`config.mk`:
```
export PLATFORM = sky130hd
export DESIGN_NAME = itde_engine
export DESIGN_NICKNAME = d
export VERILOG_FILES = /design/src/itde_pkg.sv /design/src/itde_engine.sv /design/src/itde_state_counter.sv
export VERILOG_INCLUDE_DIRS = /design/src
export SDC_FILE = /design/constraint.sdc
export NUM_CORES = 1
export LEC_CHECK = 0
export ABC_AREA = 1
export BUFFER_PORTS_ARGS = -buffer_cell sky130_fd_sc_hd__buf_2
export CORE_UTILIZATION = 50
export DETAILED_ROUTE_END_ITERATION = 12
export PLACE_DENSITY = 0.82
export SETUP_SLACK_MARGIN = 0.05
export SYNTH_ARGS = -nofsm -noshare
export SYNTH_HDL_FRONTEND = slang
export SYNTH_SLANG_ARGS = --single-unit
```
`constraint.sdc`:
```
create_clock -name clk -period 9.9 [get_ports clk]
set_input_delay 1.485 -clock clk [delete_from_list [all_inputs] [get_ports clk]]
set_output_delay 1.485 -clock clk [all_outputs]
set_load 0.01 [all_outputs]
```
`src/itde_defs.svh`:
```
// Constants for the interrupt-driven transfer engine: addresses, field positions, state counts.
// Assumes page-0 16-bit addressing and a single 20 MHz system clock.
`ifndef ITDE_DEFS_SVH
`define ITDE_DEFS_SVH
`define ITDE_NUM_SRC 16
`define ITDE_NUM_EXT 2
// Transfer vector table bases, right after the exception vectors
`define ITDE_MIN_VEC_BASE 16'h0080
`define ITDE_MAX_VEC_BASE 16'h0100
`define ITDE_MAX_VEC_SKIP 16'h0002
`define ITDE_MIN_VEC_LAST 16'h00b0
// Table slot of each source, source 0 in the low five bits
`define ITDE_SLOT_TABLE {5'd24, 5'd22, 5'd21, 5'd17, 5'd16, 5'd14, 5'd13, 5'd12, \
                         5'd10, 5'd9, 5'd8, 5'd6, 5'd5, 5'd4, 5'd1, 5'd0}
// Control block word offsets
`define ITDE_CB_MODE 16'h0000
`define ITDE_CB_SRC 16'h0002
`define ITDE_CB_DST 16'h0004
`define ITDE_CB_CNT 16'h0006
// Mode word fields
`define ITDE_MODE_WORD 15
`define ITDE_MODE_SI 14
`define ITDE_MODE_DI 13
`define ITDE_INC_BYTE 16'h0001
`define ITDE_INC_WORD 16'h0002
// Memory regions
`define ITDE_REG_FIELD_BASE 16'hff80
`define ITDE_RAM_LO_DEF 16'hf680
`define ITDE_RAM_HI_DEF 16'hff7f
// State counts
`define ITDE_BASE_STATES 8'd26
`define ITDE_INC_STATES 8'd2
`define ITDE_RAM_ACC 8'd2
`define ITDE_EXT_BYTE 8'd3
`define ITDE_EXT_WORD 8'd6
`define ITDE_CB_EXT_BASE 8'd20
`define ITDE_CB_EXT_INC 8'd4
`define ITDE_PRIO_LAST 2'd1
`define ITDE_ENTRY_MIN_ON 8'd16
`define ITDE_ENTRY_MAX_ON 8'd21
`define ITDE_ENTRY_MIN_EXT 8'd28
`define ITDE_ENTRY_MIN_EXT_M 8'd6
`define ITDE_ENTRY_MAX_EXT 8'd41
`define ITDE_ENTRY_MAX_EXT_M 8'd10
// Register offsets on the bus
`define ITDE_OFS_CTRL 8'h00
`define ITDE_OFS_ENABLE 8'h04
`define ITDE_OFS_STATUS 8'h08
`define ITDE_OFS_XFERS 8'h0c
`define ITDE_CTRL_ON 0
`define ITDE_CTRL_MAX 1
`define ITDE_CTRL_STK 2
`define ITDE_CTRL_M_LO 4
`define ITDE_CTRL_M_HI 5
`endif

```
`src/itde_pkg.sv`:
```
// Types shared by the transfer engine files.
// Assumes the constants header is compiled alongside.
package itde_pkg;
  typedef enum logic [3:0] {
    ITDE_IDLE = 4'b0000,
    ITDE_PRIO = 4'b0001,
    ITDE_WAIT_INSN = 4'b0010,
    ITDE_VEC = 4'b0011,
    ITDE_LD_MODE = 4'b0100,
    ITDE_LD_SRC = 4'b0101,
    ITDE_RD_DATA = 4'b0110,
    ITDE_WB_SRC = 4'b0111,
    ITDE_LD_DST = 4'b1000,
    ITDE_WR_DATA = 4'b1001,
    ITDE_WB_DST = 4'b1010,
    ITDE_LD_CNT = 4'b1011,
    ITDE_WB_CNT = 4'b1100,
    ITDE_FINISH = 4'b1101
  } itde_state_t;
  // One memory access request, held until acknowledged
  typedef struct packed {
    logic req;
    logic we;
    logic word;
    logic [15:0] addr;
    logic [15:0] wdata;
  } itde_mem_req_t;
endpackage

```
`src/itde_engine.sv`:
```
// Interrupt-driven transfer engine: routes requests, walks control blocks, moves one item.
// Assumes an AHB-Lite master, a memory port with req/ack handshake, synchronous inputs.
// Functional notes
// - Enabled source goes to the engine, disabled source goes to the CPU.
// - Transfer vector table follows exception vectors at start of page 0.
// - First step reads the control block address from the vector entry.
// - Minimum mode entry is two bytes holding a page-0 address.
// - Maximum mode entry is four bytes; last two used as page-0 address.
// - Entry addresses follow the fixed per-source slot map.
// - Control block is four consecutive words anywhere in page 0.
// - Load mode and source pointer, then read one byte or word.
// - Source increment enabled: bump pointer and write it back.
// - Load destination pointer and write the item there.
// - Destination increment enabled: bump pointer and write it back.
// - Load count, decrement by one, write it back every transfer.
// - Count now zero raises CPU interrupt of the starting source.
// - Starting count zero wraps, giving 65536 transfers.
// - Clear the peripheral flag, or the internal latch for external pins.
// - Transfer enable bits are never changed by the engine.
// - On-chip block: 26 states plus 2 per increment plus data states.
// - Data access: 2 on-chip, 3 byte or 6 word elsewhere.
// - Register field at top of page 0 timed as register access.
// - External block adds 20 plus 4 per increment.
// - Start after 2 priority states and the current instruction end.
// - Entry overhead 16/21 on-chip stack, 28+6m/41+10m external.
//
// Implementation choices: the AHB-Lite slave port and the register offsets.
`timescale 1ns/1ps
`default_nettype none
`include "itde_defs.svh"
module itde_engine import itde_pkg::*; #(
  parameter logic [15:0] RAM_LO = `ITDE_RAM_LO_DEF,
  parameter logic [15:0] RAM_HI = `ITDE_RAM_HI_DEF
) (
  input wire logic clk,
  input wire logic rst_n,
  input wire logic ce,
  input wire logic hsel,
  input wire logic [31:0] haddr,
  input wire logic [1:0] htrans,
  input wire logic hwrite,
  input wire logic [2:0] hsize,
  input wire logic hready,
  input wire logic [31:0] hwdata,
  output logic [31:0] hrdata,
  output logic hreadyout,
  output logic hresp,
  input wire logic [13:0] periph_flag,
  input wire logic [1:0] ext_req_pin,
  input wire logic cpu_insn_done,
  input wire logic [15:0] cpu_irq_ack,
  output logic [15:0] cpu_irq_req,
  output logic [7:0] cpu_entry_states,
  output logic [13:0] flag_clear,
  output itde_mem_req_t mem_out,
  input wire logic [15:0] mem_rdata,
  input wire logic mem_ack,
  output logic busy
);
  localparam logic [79:0] SLOTS = `ITDE_SLOT_TABLE;
  itde_state_t state_reg, state_next;
  itde_mem_req_t mem_reg, mem_next;
  logic [15:0] cb_reg, cb_next, mode_reg, mode_next, src_reg, src_next;
  logic [15:0] dst_reg, dst_next, cnt_reg, cnt_next, data_reg, data_next;
  logic [3:0] idx_reg, idx_next;
  logic [1:0] prio_reg, prio_next;
  logic [7:0] elapsed;
  logic [15:0] te_reg, done_reg, done_next, cpu_irq_reg;
  logic [1:0] latch_reg, pin_prev_reg;
  logic [13:0] flag_clear_reg;
  logic [5:0] ctrl_reg;
  logic [31:0] xfers_reg, hrdata_reg;
  logic [7:0] entry_reg;
  logic bus_wr_reg, ready_reg, busy_reg;
  logic [7:0] bus_ofs_reg;

  // Request routing
  wire [15:0] req_vec = {periph_flag, latch_reg};
  wire [15:0] service = req_vec & te_reg;
  wire [15:0] to_cpu = req_vec & ~te_reg;
  wire engine_on = ctrl_reg[`ITDE_CTRL_ON];
  wire max_mode = ctrl_reg[`ITDE_CTRL_MAX];
  wire [1:0] wait_m = ctrl_reg[`ITDE_CTRL_M_HI:`ITDE_CTRL_M_LO];
  wire is_word = mode_reg[`ITDE_MODE_WORD];
  wire si = mode_reg[`ITDE_MODE_SI];
  wire di = mode_reg[`ITDE_MODE_DI];
  wire [15:0] inc = is_word ? `ITDE_INC_WORD : `ITDE_INC_BYTE;

  // Lowest numbered engine request wins
  function automatic logic [3:0] pick(input logic [15:0] v);
    logic [3:0] r;
    r = 4'h0;
    for (int i = `ITDE_NUM_SRC - 1; i >= 0; i--) begin
      if (v[i]) begin
        r = 4'(i);
      end
    end
    return r;
  endfunction

  // Vector entry address from the slot map
  wire [4:0] slot = SLOTS[idx_reg * 5 +: 5];
  wire [15:0] vec_min = `ITDE_MIN_VEC_BASE + {10'h000, slot, 1'b0};
  wire [15:0] vec_max = `ITDE_MAX_VEC_BASE + {9'h000, slot, 2'b00}
                        + `ITDE_MAX_VEC_SKIP;
  wire [15:0] vec_addr = max_mode ? vec_max : vec_min;

  // Access cost of a data address
  function automatic logic [7:0] acc_states(input logic [15:0] a, input logic w);
    logic on_chip;
    on_chip = (a >= RAM_LO) && (a <= RAM_HI) && (a < `ITDE_REG_FIELD_BASE);
    return on_chip ? `ITDE_RAM_ACC : (w ? `ITDE_EXT_WORD : `ITDE_EXT_BYTE);
  endfunction

  // Transfer length in states
  wire cb_ext = (cb_reg < RAM_LO) || (cb_reg > RAM_HI);
  wire [7:0] inc_n = {7'h00, si} + {7'h00, di};
  wire [7:0] cb_extra = cb_ext ? (`ITDE_CB_EXT_BASE + 8'(inc_n * `ITDE_CB_EXT_INC))
                               : 8'h00;
  wire [7:0] budget = `ITDE_BASE_STATES + 8'(inc_n * `ITDE_INC_STATES)
                      + acc_states(src_reg, is_word) + acc_states(dst_reg, is_word)
                      + cb_extra;
  // One bit wider so a saturated timer cannot wrap and hold the engine forever
  wire finish_go = (state_reg == ITDE_FINISH) && ({1'b0, elapsed} + 9'h001 >= {1'b0, budget});

  // Address, direction and data of the access of each state
  wire mem_state = (state_reg >= ITDE_VEC) && (state_reg <= ITDE_WB_CNT);
  wire [15:0] op_addr =
    (state_reg == ITDE_VEC) ? vec_addr :
    (state_reg == ITDE_LD_MODE) ? cb_reg + `ITDE_CB_MODE :
    (state_reg == ITDE_LD_SRC || state_reg == ITDE_WB_SRC) ? cb_reg + `ITDE_CB_SRC :
    (state_reg == ITDE_RD_DATA) ? src_reg :
    (state_reg == ITDE_LD_DST || state_reg == ITDE_WB_DST) ? cb_reg + `ITDE_CB_DST :
    (state_reg == ITDE_WR_DATA) ? dst_reg :
    cb_reg + `ITDE_CB_CNT;
  wire op_we = (state_reg == ITDE_WB_SRC) || (state_reg == ITDE_WR_DATA) ||
               (state_reg == ITDE_WB_DST) || (state_reg == ITDE_WB_CNT);
  wire op_word = ((state_reg == ITDE_RD_DATA) || (state_reg == ITDE_WR_DATA)) ? is_word : 1'b1;
  wire [15:0] op_wdata =
    (state_reg == ITDE_WB_SRC) ? src_reg + inc :
    (state_reg == ITDE_WB_DST) ? dst_reg + inc :
    (state_reg == ITDE_WR_DATA) ? data_reg : cnt_reg;
  wire [15:0] rd_item = is_word ? mem_rdata : {8'h00, mem_rdata[7:0]};

  // Sequencer next state
  always_comb begin
    state_next = state_reg;
    mem_next = mem_reg;
    cb_next = cb_reg;
    mode_next = mode_reg;
    src_next = src_reg;
    dst_next = dst_reg;
    cnt_next = cnt_reg;
    data_next = data_reg;
    idx_next = idx_reg;
    prio_next = prio_reg;
    if (mem_state && !mem_reg.req) begin
      mem_next = '{req: 1'b1, we: op_we, word: op_word, addr: op_addr, wdata: op_wdata};
    end else if (mem_state && mem_ack) begin
      mem_next.req = 1'b0;
    end
    unique case (state_reg)
      ITDE_IDLE: begin
        if (engine_on && (service != 16'h0000)) begin
          idx_next = pick(service);
          prio_next = 2'd0;
          state_next = ITDE_PRIO;
        end
      end
      ITDE_PRIO: begin
        prio_next = prio_reg + 2'd1;
        if (prio_reg == `ITDE_PRIO_LAST) begin
          state_next = ITDE_WAIT_INSN;
        end
      end
      ITDE_WAIT_INSN: begin
        if (cpu_insn_done) begin
          state_next = ITDE_VEC;
        end
      end
      ITDE_FINISH: begin
        if (finish_go) begin
          state_next = ITDE_IDLE;
        end
      end
      default: begin
        if (mem_reg.req && mem_ack) begin
          unique case (state_reg)
            ITDE_VEC: begin
              cb_next = mem_rdata;
              state_next = ITDE_LD_MODE;
            end
            ITDE_LD_MODE: begin
              mode_next = mem_rdata;
              state_next = ITDE_LD_SRC;
            end
            ITDE_LD_SRC: begin
              src_next = mem_rdata;
              state_next = ITDE_RD_DATA;
            end
            ITDE_RD_DATA: begin
              data_next = rd_item;
              state_next = si ? ITDE_WB_SRC : ITDE_LD_DST;
            end
            ITDE_WB_SRC: begin
              src_next = src_reg + inc;
              state_next = ITDE_LD_DST;
            end
            ITDE_LD_DST: begin
              dst_next = mem_rdata;
              state_next = ITDE_WR_DATA;
            end
            ITDE_WR_DATA: begin
              state_next = di ? ITDE_WB_DST : ITDE_LD_CNT;
            end
            ITDE_WB_DST: begin
              dst_next = dst_reg + inc;
              state_next = ITDE_LD_CNT;
            end
            ITDE_LD_CNT: begin
              cnt_next = mem_rdata - 16'h0001;
              state_next = ITDE_WB_CNT;
            end
            ITDE_WB_CNT: begin
              state_next = ITDE_FINISH;
            end
            default: begin
              state_next = ITDE_IDLE;
            end
          endcase
        end
      end
    endcase
  end

  // Timer of the current transfer, from the vector fetch onward
  itde_state_counter #(.WIDTH(8)) u_timer (
    .clk(clk),
    .rst_n(rst_n),
    .ce(ce),
    .clr(state_reg == ITDE_WAIT_INSN),
    .count(elapsed)
  );

  // Completion flags and latch clearing, set wins over clear
  wire [15:0] idx_hot = 16'h0001 << idx_reg;
  // Request clear issued once the count write lands, at least one cycle before idle, so it cannot restart
  wire clr_go = (state_reg == ITDE_WB_CNT) && mem_reg.req && mem_ack;
  wire [15:0] clr_hot = clr_go ? idx_hot : 16'h0000;
  wire [15:0] done_set = (finish_go && (cnt_reg == 16'h0000)) ? idx_hot : 16'h0000;
  assign done_next = done_set | (done_reg & ~cpu_irq_ack);
  wire [1:0] pin_rise = ext_req_pin & ~pin_prev_reg;
  wire [1:0] latch_next = pin_rise | (latch_reg & ~clr_hot[1:0]);
  wire [15:0] cpu_irq_next = to_cpu | done_next;

  // Context save length reported to the CPU every cycle, from the control register
  wire [7:0] m8 = {6'h00, wait_m};
  wire [7:0] entry_next = ctrl_reg[`ITDE_CTRL_STK] ?
    (max_mode ? `ITDE_ENTRY_MAX_EXT + 8'(m8 * `ITDE_ENTRY_MAX_EXT_M)
              : `ITDE_ENTRY_MIN_EXT + 8'(m8 * `ITDE_ENTRY_MIN_EXT_M)) :
    (max_mode ? `ITDE_ENTRY_MAX_ON : `ITDE_ENTRY_MIN_ON);

  // Bus decode: address phase captured, write done in data phase
  wire bus_take = hsel && htrans[1] && hready;
  wire [7:0] rd_ofs = haddr[7:0];
  wire busy_w = (state_reg != ITDE_IDLE);
  wire [31:0] rd_value =
    (rd_ofs == `ITDE_OFS_CTRL) ? {26'h0000000, ctrl_reg} :
    (rd_ofs == `ITDE_OFS_ENABLE) ? {16'h0000, te_reg} :
    (rd_ofs == `ITDE_OFS_STATUS) ? {16'h0000, done_reg} | {24'h000000, idx_reg, 3'h0, busy_w} :
    (rd_ofs == `ITDE_OFS_XFERS) ? xfers_reg : 32'h00000000;
  wire ctrl_wr = bus_wr_reg && (bus_ofs_reg == `ITDE_OFS_CTRL);
  wire te_wr = bus_wr_reg && (bus_ofs_reg == `ITDE_OFS_ENABLE);

  // Sequencer registers
  always_ff @(posedge clk) begin
    if (!rst_n) begin
      state_reg <= ITDE_IDLE;
      mem_reg <= '0;
      cb_reg <= 16'h0000;
      mode_reg <= 16'h0000;
      src_reg <= 16'h0000;
      dst_reg <= 16'h0000;
      cnt_reg <= 16'h0000;
      data_reg <= 16'h0000;
      idx_reg <= 4'h0;
      prio_reg <= 2'd0;
      busy_reg <= 1'b0;
    end else if (ce) begin
      state_reg <= state_next;
      mem_reg <= mem_next;
      cb_reg <= cb_next;
      mode_reg <= mode_next;
      src_reg <= src_next;
      dst_reg <= dst_next;
      cnt_reg <= cnt_next;
      data_reg <= data_next;
      idx_reg <= idx_next;
      prio_reg <= prio_next;
      busy_reg <= (state_next != ITDE_IDLE);
    end
  end

  // Request side registers
  always_ff @(posedge clk) begin
    if (!rst_n) begin
      done_reg <= 16'h0000;
      cpu_irq_reg <= 16'h0000;
      latch_reg <= 2'b00;
      pin_prev_reg <= 2'b00;
      flag_clear_reg <= 14'h0000;
      entry_reg <= 8'h00;
      xfers_reg <= 32'h00000000;
    end else if (ce) begin
      done_reg <= done_next;
      cpu_irq_reg <= cpu_irq_next;
      latch_reg <= latch_next;
      pin_prev_reg <= ext_req_pin;
      flag_clear_reg <= clr_hot[15:2];
      entry_reg <= entry_next;
      xfers_reg <= finish_go ? xfers_reg + 32'h00000001 : xfers_reg;
    end
  end

  // Bus slave registers
  always_ff @(posedge clk) begin
    if (!rst_n) begin
      ctrl_reg <= 6'h00;
      te_reg <= 16'h0000;
      bus_wr_reg <= 1'b0;
      bus_ofs_reg <= 8'h00;
      hrdata_reg <= 32'h00000000;
      ready_reg <= 1'b0;
    end else if (ce) begin
      ready_reg <= 1'b1;
      bus_wr_reg <= bus_take && hwrite;
      bus_ofs_reg <= haddr[7:0];
      hrdata_reg <= (bus_take && !hwrite) ? rd_value : hrdata_reg;
      ctrl_reg <= ctrl_wr ? hwdata[5:0] : ctrl_reg;
      te_reg <= te_wr ? hwdata[15:0] : te_reg;
    end
  end

  assign hrdata = hrdata_reg;
  assign hreadyout = ready_reg;
  assign hresp = 1'b0;
  assign cpu_irq_req = cpu_irq_reg;
  assign cpu_entry_states = entry_reg;
  assign flag_clear = flag_clear_reg;
  assign mem_out = mem_reg;
  assign busy = busy_reg;
endmodule
`default_nettype wire

```
`src/itde_state_counter.sv`:
```
// Saturating state counter used to time one transfer.
// Assumes a synchronous active-low reset and a clock enable.
`timescale 1ns/1ps
`default_nettype none
module itde_state_counter #(
  parameter int WIDTH = 8
) (
  input wire logic clk,
  input wire logic rst_n,
  input wire logic ce,
  input wire logic clr,
  output logic [WIDTH-1:0] count
);
  logic [WIDTH-1:0] count_reg;
  logic [WIDTH-1:0] count_next;
  // Clear wins, otherwise count up and stop at all ones
  assign count_next = clr ? '0 : ((&count_reg) ? count_reg : count_reg + 1'b1);
  assign count = count_reg;
  always_ff @(posedge clk) begin
    if (!rst_n) begin
      count_reg <= '0;
    end else if (ce) begin
      count_reg <= count_next;
    end
  end
endmodule
`default_nettype wire
```
Word-level counts from Yosys, hierarchy flattened:

Index checks and enable logic that the tools add are counted.

* word-level logic and storage cells: 215
* input bits: 125
* register bits: 304
* output and inout port bits: 108

* multipliers: 3
* muxes and demuxes: 59
* reductions and logical operators: 56
* $add $sub $neg: 21
* order comparisons: 11
* eq/ne operators: 20
* shift-type cells: 2
* bitwise logic cells: 14

Operators with widths (count)
* 16-bit 2-to-1 mux: 12
* 32-bit 2-to-1 mux: 4
* 4-bit 2-to-1 mux: 22
* 80-bit by 8-bit indexed part select with 5-bit output (first input constant): 1
* 16-bit one-hot mux with 2 select lines: 2
* 16-bit AND: 3
* 16-bit less-than comparator (second input constant): 3
* 4-bit one-hot mux with 10 select lines: 1
* 16-bit by 2-bit adder with 16-bit output: 2
* 16-bit by 3-bit adder with 16-bit output (second input constant): 2
* 32-bit by 1-bit adder with 32-bit output (second input constant): 1
* 16-bit >= comparator (second input constant): 2
* 16-bit less-or-equal comparator (second input constant): 2
* 16-bit NOT: 2
* 16-bit bitwise OR: 2
* 4-bit equality test (second input constant): 6
* 8-bit 2-to-1 mux: 3
* 4-bit AND reduction: 6
* 1-bit logical AND: 19
* 16-bit by 2-bit adder with 16-bit output (second input constant): 1
* 4-bit by 3-bit equality test with 1-bit output (second input constant): 4
* 8-bit by 3-bit equality test with 1-bit output (second input constant): 2
* 8-bit by 4-bit equality test with 1-bit output (second input constant): 2
* 16-bit greater-than comparator (second input constant): 1
* other kinds (52): 81

Longest topological paths before layout:

Gate-level depths: netlist of run 1.

* depth after elaboration: 17
* mapped depth: 32
* gate-level depth less buffers: 31

By module:

From an unflattened synthesis of run 1, not the netlist that was laid out.

* cell total of the unflattened synthesis: 2480
* area total of the unflattened synthesis: 16641.0 sq um

By module, submodules not included
* itde_engine: cells each 2404, area an instance 16145.5 sq um, instances 1, seq. area each 5645.4 sq um
* itde_state_counter: cells each 76, area an instance 495.5 sq um, instances 1, seq. area each 160.2 sq um

Least setup slack after synthesis of run 1:

OpenSTA, ideal clock, no wires.

* path type: register -> register
* start point: register cb_reg[9]
* end point: register xfers_reg[7]
* path buffers: 1
* clock period less this slack: 4.443 ns
* arrival: 4.311 ns
* stages on the path, launching flop included: 30
* setup slack: 5.457 ns
* required time: 9.769 ns
* setup time: 0.131 ns
* cell sequence: dfxtp_1 nand2_1 inv_1 nand3_1 inv_2 nand2_1 o2111ai_1 nand2_1 ha_1 inv_1 fa_1 inv_1 fa_1 inv_1 ha_1 fa_1 inv_1 ha_1 nand2_1 nor2_1 o21ai_0 o211ai_1 nand3_1 nand2_1 nand2_1 nand2_1 nand3_1 clkbuf_1 o21ai_0 nor3b_1

* longest elaborated chain between the ends: 7
* elaborated cells on any way between the ends: 8

Ends and longest elaborated chain
* start: declaration: line itde_engine.sv:63 `logic [15:0] cb_reg, cb_next, mode_reg, mode_next, src_reg, src_next;`
* start signal: assignment: line itde_engine.sv:292 `cb_reg <= cb_next;`
* 16-bit less-than comparator or 16-bit greater-than comparator (tied branches): line itde_engine.sv:116 `wire cb_ext = (cb_reg < RAM_LO) || (cb_reg > RAM_HI);`
* 1-bit logical OR (*): line itde_engine.sv:116
* 6-bit 2-to-1 mux (*): line itde_engine.sv:118 `` wire [7:0] cb_extra = cb_ext ? (`ITDE_CB_EXT_BASE + 8'(inc_n * `ITDE_CB_EXT_INC)) ``
* 8-bit by 6-bit adder with 8-bit output (no source line) (*)
* 9-bit by 8-bit >= comparator with 1-bit output (*): line itde_engine.sv:124 `wire finish_go = (state_reg == ITDE_FINISH) && ({1'b0, elapsed} + 9'h001 >= {1'b0, budget});`
* 1-bit logical AND (*): line itde_engine.sv:124
* 2-bit AND reduction (no source line) (*)
* end signal: assignment: line itde_engine.sv:321 `xfers_reg <= finish_go ? xfers_reg + 32'h00000001 : xfers_reg;`
* end: declaration: line itde_engine.sv:72 `logic [31:0] xfers_reg, hrdata_reg;`

Mark *: on every way between the ends. The rest lies on a longest branch, timed or not.
A chain may end at the register's enable or synchronous reset.

Worst setup path after layout of run 1:

* start point: register cb_reg[9]
* end point: register xfers_reg[4]

The elaborated chain is that of the path after synthesis.

==> out/qor.tcl, run 1 <==
set qor(final-setup-viol-count) 0
set qor(detail_route.first_pass.iterations) 6
set qor(synth_cell_type_count) 52
set qor(post-dp-hpwl_um) 39310
set qor(die_w_um) 181.5
set qor(post-synth-top-area-fraction_pct) 36.03
set qor(gate_count_post_synth) 2402
set qor(clkSinkCount) 290
set qor(number_of_nets_in_the_layout) 2696
set qor(ctsHoldBuffers) 0
set qor(quantity_of_gates_resized_following_cts) 0
set qor(maxCapViolCount) 0
set qor(max_ffs_per_register) 35
set qor(yosysTopAreaCell) {sky130_fd_sc_hd__dfxtp_1}
set qor(cts_made_buffers) 34
set qor(ys_async_sr_fraction_pct) 0
set qor(power.combinational.fraction_pct) 7.8
set qor(drc) 0
set qor(wl_um) 54110
set qor(timing.critical_path.fanout_max) 31
set qor(ys_seq_area_share_pct) 36.03
set qor(seqPwrFrac_pct) 44.5
set qor(io_pins) 233
set qor(final_hold_viol_count) 0
set qor(worstSetupPathType) {reg -> reg}
set qor(worstPathRequired_ps) 10300
set qor(timing.critical_path.mode_cell) {sky130_fd_sc_hd__nand2_1}
set qor(finish.utilization_pct) 57.87
set qor(via_count_of_the_first_global_routing_pass) 16000
set qor(synth.top_cells.by_count) {sky130_fd_sc_hd__nand2_1, sky130_fd_sc_hd__dfxtp_1, sky130_fd_sc_hd__a21oi_1}
set qor(worst_ep_arrival_time_ps) 6310
set qor(synthesis.area_um2) 16110
set qor(drt.antenna.violating_nets) 0
set qor(antenna_violations_before_repair) 3
set qor(ctsHtreeMaxLevel) 2
set qor(wire_length_of_the_first_global_routing_pass_um) 84790
set qor(fmaxAchievable_mhz) 169.4
set qor(flow.area_growth_from_synthesis_pct) 13.63
set qor(floorplan_core_area_um2) 31640
set qor(final_tns_setup_ps) 0
set qor(power.share.switching_pct) 24.90
set qor(clock_latency_ps) 530
set qor(setup.worst_path.end_class) {register}
set qor(slew_headroom_pct) 22.42
set qor(synth_top_cells_by_area) {sky130_fd_sc_hd__dfxtp_1, sky130_fd_sc_hd__nand2_1, sky130_fd_sc_hd__a21oi_1}
set qor(cts_tree) {done}
set qor(worst_path_max_delay_cell) {sky130_fd_sc_hd__inv_1}
set qor(drt_iter0_markers) 1764
set qor(synth_enable_flop_cells) 0
set qor(initial_utilization_pct) 50.93
set qor(die_h_um) 181.5
set qor(place.gp.congestion) 1.013
set qor(p_switching_uw) 678.3
set qor(ir_drop_v) 0.0001262
set qor(slew_viol_final) 0
set qor(post_drt_via_cell_ratio) 5.867
set qor(maximum_number_of_pins_on_one_net_before_global_route_repair) 111
set qor(io_buffers) 186
set qor(internal_power_contribution_uw) 2046
set qor(synth_warnings) 0
set qor(grt.total_usage_pct) 32.11
set qor(avgRoutedWirePerCell_um) 18.34
set qor(setup.worst_path.start_class) {register}
set qor(post_cts_buffers) 0
set qor(grt_setup_unrepaired) {false}
set qor(die-area_um2) 32950
set qor(final_min_period_over_clock_period_pct) 59.61
set qor(power_density_nw_per_um2) 148.8
set qor(run_status) {finished clean}
set qor(synth-main-ff-cell) {sky130_fd_sc_hd__dfxtp_1}
set qor(timing.hold.worst.class) {reg -> reg}
set qor(max_slew.worst_pin.slew_ps) 1159
set qor(synth.avg_cell_area_um2) 6.708
set qor(global_route.overflow_total) 0
set qor(clock_skew_ps) 23.96
set qor(root_buffer) {sky130_fd_sc_hd__clkbuf_16}
set qor(final_period_minus_worst_setup_slack_ps) 5901
set qor(synth_most_common_cell) {sky130_fd_sc_hd__nand2_1}
set qor(rows) 65
set qor(leakage_power_uw) 0.007810
set qor(critPathMaxStageDelay_ps) 680
set qor(ys_ff_latch) 290
set qor(share_clk_of_total_power_pct) 47.7
set qor(vias) 17310
set qor(cts.reportedPaths.clkPinSlew_ps) 60
set qor(clock_path_buffers) 3
set qor(post_route_cells_drive_above_1_share_pct) 11.97
layout make-up:
class                           instances  area [µm²]
Multi-Input combinational cell       1736        8831
Antenna cell                            2       5.005
Inverter                              263       988.4
Clock inverter                         13       191.4
Tap cell                              402       503.0
Timing Repair Buffer                  198        1023
Fill cell                            3002       13330
Clock buffer                           47       960.9
Sequential cell                       290        5806
kinds of logic (layout without fill, tap and decap cells):
| group | after synthesis | after routing | synth area share, % |
|---|---|---|---|
| AOI/OAI and AO/OA | 645 | 645 | 22.01 |
| adders and majority gates | 48 | 48 | 3.960 |
| other | 1 | 5 | 0.02327 |
| buffers and inverters | 378 | 521 | 9.241 |
| DFF | 290 | 290 | 36.03 |
| and+or+nand+nor | 990 | 990 | 26.01 |
| xor gates and xnor gates | 50 | 50 | 2.718 |
power groups by stage:
stage               Sequential [µW]  Combinational (µW)  Clock, µW
floorplan                      1240                 119          0
global placement               1240                 203          0
detailed placement             1240                 206          0
finish                         1210                 212       1300
CTS                            1210                 208       1310
global route                   1210                 230       1360
worst paths after layout:
path	slack, ps	from	to	cells past startpoint
max reg2reg	4000	cb_reg[9]$_SDFFE_PN0P_	xfers_reg[4]$_SDFFE_PN0P_	31
min reg2reg	460	bus_ofs_reg[5]$_SDFFE_PN0P_	bus_ofs_reg[5]$_SDFFE_PN0P_	2
max	4000	cb_reg[9]$_SDFFE_PN0P_	xfers_reg[4]$_SDFFE_PN0P_	31
min	460	bus_ofs_reg[5]$_SDFFE_PN0P_	bus_ofs_reg[5]$_SDFFE_PN0P_	2
layout by cell type (no fill, tap or decap), drive strengths merged, types with 15 or more instances in the layout:
master | netlist | routed
nand2 | 558 | 558
dfxtp | 290 | 290
a21oi | 266 | 266
inv | 262 | 261
o21ai | 244 | 244
nor2 | 216 | 216
buf | 36 | 198
nand3 | 115 | 115
a31oi | 53 | 53
clkbuf | 79 | 47
ha | 43 | 43
nor3 | 43 | 43
xor2 | 40 | 40
o211ai | 30 | 30
nand4 | 26 | 26
nor4 | 19 | 19
o221ai | 15 | 15
per-stage QoR:
stage	setup WS [ps]	cell area (µm²)	hold slack (ps)	cells	power, µW
finish	3999	18310	458.6	2951	2724
global route	3378	18310	476.6	2951	2805
CTS	4042	18300	459.3	2949	2726
detailed placement	4056	17150	451.5	2889	1443
global placement	4173	17150	440.3	2889	1438
floorplan	5457	16120	429.1	2404	1358
metal layers:
metal / track usage (%) / vias up / routed length [µm]
li1: - / 8290 / -
met3: 4.954 / 158 / 5205
met1: 42.63 / 7976 / 22270
met5: 0 / - / 13
met2: 51.92 / 887 / 24420
met4: 13.32 / 2 / 2203
critical path, delay by kind of cell (launching register included):
family                   cells  cell delay (ps)
AO/OA/AOI/OAI                5              710
AND/OR/NAND/NOR             12             1250
flip-flops                   1              430
buffers and inverters        8             1460
adder cells (fa/ha/maj)      6             1920
No activity file was read; power rests on OpenSTA's default activity.
==> run 2, diff against run 1 <==
- PLACE_DENSITY: 0.82 -> 0.85
- clock period: 9.9 -> 5.2 ns (I/O delays scaled with it)
==> run 2 against run 1 <==
Against the previous run: first-iteration DRC count increased by 12%; global-route usage increased by 0.12 points; combinational power grew 92%; sequential power is 91% higher; routed wire length increased by 1.4%; fmax increased by 23%; critical path type unchanged; highest routed layer unchanged.
==> out/qor.tcl, run 2 (synthesized netlist as in run 1, its figures left out) <==
set qor(slew_viol_final) 0 ;# unchanged
set qor(final_hold_viol_count) 0 ;# unchanged
set qor(number_of_nets_in_the_layout) 2726 ;# +1.1%
set qor(grtUsageMet3_pct) 5.856 ;# +0.90 points
set qor(ir_drop_v) 0.0003110 ;# +150%
set qor(rr_startpoint) {cb_reg[10]$_SDFFE_PN0P_}
set qor(grt.total_usage_pct) 32.24 ;# +0.12 points
set qor(worstPathRequired_ps) 5650 ;# -4650 ps
set qor(avgRoutedWirePerCell_um) 18.39 ;# +0.29%
set qor(grtUsageMet2_pct) 50.11 ;# -1.8 points
set qor(layout_commonest_cell) {sky130_fd_sc_hd__nand2_1}
set qor(final_cell_mix) {sky130_fd_sc_hd__nand2_1, sky130_fd_sc_hd__dfxtp_1, sky130_fd_sc_hd__a21oi_1}
set qor(worst_path_max_delay_cell) {sky130_fd_sc_hd__fa_1}
set qor(via_count_of_the_first_global_routing_pass) 15850 ;# -0.89%
set qor(root_buffer) {sky130_fd_sc_hd__clkbuf_16}
set qor(final_cell_area_um2) 18590 ;# +1.5%
set qor(power.combinational.fraction_pct) 7.9 ;# about the same
set qor(power.share.switching_pct) 24.89 ;# about the same
set qor(floorplan_core_area_um2) 31640 ;# unchanged
set qor(drt.antenna.violating_nets) 0 ;# unchanged
set qor(maximum_number_of_pins_on_one_net_before_global_route_repair) 94 ;# -15%
set qor(grt_setup_unrepaired) {true}
set qor(place.gp.congestion) 1.006 ;# -0.70%
set qor(timing.critical_path.fanout_max) 16 ;# -48%
set qor(flow.area_growth_from_synthesis_pct) 15.37
set qor(share_clk_of_total_power_pct) 47.4 ;# -0.3 points
set qor(io_pins) 233 ;# unchanged
set qor(endpoint_of_the_lowest_slack_register_to_register_path) {xfers_reg[26]$_SDFFE_PN0P_}
set qor(io_buffers) 186 ;# unchanged
set qor(timing.critical_path.mode_cell) {sky130_fd_sc_hd__nand2_1}
set qor(globalRoute.busiestLayer) {met2}
set qor(clkSinkCount) 290 ;# unchanged
set qor(post-dp-hpwl_um) 40410 ;# +2.8%
set qor(final_tns_setup_ps) 0 ;# unchanged
set qor(post_route_cells_drive_above_1_share_pct) 13.24 ;# +1.3 points
set qor(p_switching_uw) 1286 ;# +90%
set qor(initial_utilization_pct) 50.93 ;# unchanged
set qor(vias) 17640 ;# +1.9%
set qor(seqPwrFrac_pct) 44.7 ;# +0.2 points
set qor(clock_skew_ps) 30.10 ;# +6.132 ps
set qor(clock_path_buffers) 3 ;# unchanged
set qor(placedInstanceArea_um2) 17380 ;# +1.3%
set qor(worst_ep_arrival_time_ps) 5240 ;# -1070 ps
set qor(wl_um) 54870 ;# +1.4%
set qor(final-setup-viol-count) 0 ;# unchanged
set qor(setup.worst_path.end_class) {register}
set qor(fmaxAchievable_mhz) 208.6 ;# +23%
set qor(drt_iter0_markers) 1983 ;# +12%
set qor(die_w_um) 181.5 ;# unchanged
set qor(source_of_the_critical_timing_path) {cb_reg[10]$_SDFFE_PN0P_}
set qor(max_slew.worst_pin.slew_ps) 1083 ;# -76.87 ps
set qor(rows) 65 ;# unchanged
set qor(global_route.overflow_total) 0 ;# unchanged
set qor(cts_tree) {done}
set qor(antenna_violations_before_repair) 7 ;# +4
set qor(path_buf_inv) 11 ;# +3
set qor(grt.met1_usage_pct) 42.93 ;# +0.30 points
set qor(setup.worst_path.start_class) {register}
set qor(timing.hold.worst.class) {reg -> reg}
set qor(hold_ws_ps) 464.0 ;# +5.352 ps
set qor(final_period_minus_worst_setup_slack_ps) 4795 ;# -1107 ps
set qor(r2r_slack_ps) 410 ;# -3590 ps
set qor(clock_latency_ps) 530 ;# about the same
set qor(cts.reportedPaths.clkPinSlew_ps) 60 ;# about the same
set qor(ctsHoldBuffers) 0 ;# unchanged
set qor(die-area_um2) 32950 ;# unchanged
set qor(n_fill_cell) 2953 ;# -1.6%
set qor(drc) 0 ;# unchanged
set qor(ctsHtreeMaxLevel) 2 ;# unchanged
set qor(max_ffs_per_register) 35 ;# unchanged
set qor(worst-path-stages) 33 ;# +6.5%
set qor(maxCapViolCount) 0 ;# unchanged
set qor(die_h_um) 181.5 ;# unchanged
set qor(endpoint) {xfers_reg[26]$_SDFFE_PN0P_}
set qor(critPathMaxStageDelay_ps) 500 ;# -180 ps
set qor(slew_headroom_pct) 27.57 ;# +5.1 points
set qor(cts_made_buffers) 34 ;# unchanged
set qor(internal_power_contribution_uw) 3880 ;# +90%
set qor(timing.critical_path.max_delay_family) {adder cells}
set qor(detail_route.first_pass.iterations) 6 ;# unchanged
set qor(r2r.worst_path.cells) 33 ;# +6.5%
set qor(run_status) {finished clean}
set qor(final_min_period_over_clock_period_pct) 92.21 ;# +33 points
set qor(worstSetupPathType) {reg -> reg}
set qor(post_drt_via_cell_ratio) 5.912 ;# +0.77%
set qor(wire_length_of_the_first_global_routing_pass_um) 84780 ;# about the same
set qor(leakage_power_uw) 0.007959 ;# +1.9%
set qor(power_density_nw_per_um2) 277.9 ;# +87%
## run 2: cell count changes in the layout (fill, tap and decap cells not counted), sizes merged
cell,delta
buf,+30
bufinv,-1
clkbuf,+1
clkinv,-3
clkinvlp,+1
diode,+4
inv,+1
## run 2: timing repair
action,CTS,global route
hold endpoints to repair,0,0
resized for setup,0,9
setup buffers,0,3
endpoints found under the setup margin,0,55
## run 2: power by group through the flow
stage / logic [µW] / registers, µW / clock network (µW)
3_3_place_gp: 388 / 2350 / 0
4_1_cts: 397 / 2310 / 2460
2_1_floorplan: 226 / 2360 / 0
5_1_grt: 441 / 2310 / 2560
6_report: 406 / 2310 / 2450
3_5_place_dp: 394 / 2360 / 0
## run 2: layout make-up
type                    instances  area, µm²  share of cell area (%)
clock buffers                  48      994.7                   5.351
diodes                          6      15.01                 0.08077
multi-input cells            1736       8852                   47.62
inverters                     263      988.4                   5.317
flip-flops and latches        290       5806                   31.23
clock inverters                11      140.1                  0.7539
repair buffers                228       1290                   6.939
well taps                     402      503.0                   2.706
## run 2: per-stage QoR
step / utilization (%) / instances / total power, µW / setup WS, ps
4_1_cts: 58.52 / 2975 / 5162 / 92.75
2_1_floorplan: - / 2404 / 2585 / 757.5
6_report: 58.76 / 2984 / 5165 / 405.0
3_5_place_dp: 54.93 / 2916 / 2750 / 96.23
3_3_place_gp: 54.93 / 2916 / 2742 / 196.3
5_1_grt: 58.74 / 2982 / 5312 / 47.60
## run 2: worst register-to-register path, delay by kind of cell, from the launching register on
family	cells	cell delay, ps
and+or+nand+nor	12	950
DFF	1	340
buffers and inverters	11	1100
adders and majority gates	6	1920
AOI/OAI and AO/OA	4	410
## run 2: how the worst min path moves through the flow
stage | start | endpoint | slack [ps] | cells past startpoint
2_1_floorplan | cb_reg[0]$_SDFFE_PN0P_ | cb_reg[0]$_SDFFE_PN0P_ | 430 | 2
3_3_place_gp | data_reg[4]$_SDFFE_PN0P_ | data_reg[4]$_SDFFE_PN0P_ | 440 | 2
3_5_place_dp | hrdata[10]$_SDFFE_PN0P_ | hrdata[10]$_SDFFE_PN0P_ | 450 | 2
4_1_cts | data_reg[4]$_SDFFE_PN0P_ | data_reg[4]$_SDFFE_PN0P_ | 460 | 2
5_1_grt | pin_prev_reg[1]$_SDFFE_PN0P_ | pin_prev_reg[1]$_SDFFE_PN0P_ | 480 | 2
6_report | flag_clear[8]$_SDFFE_PN0P_ | flag_clear[8]$_SDFFE_PN0P_ | 460 | 2
## run 2: metal layers
metal	wire length, µm	vias up
li1	-	8327
met1	22370	8109
met2	24050	1016
met3	5651	185
met4	2721	4
met5	75	-
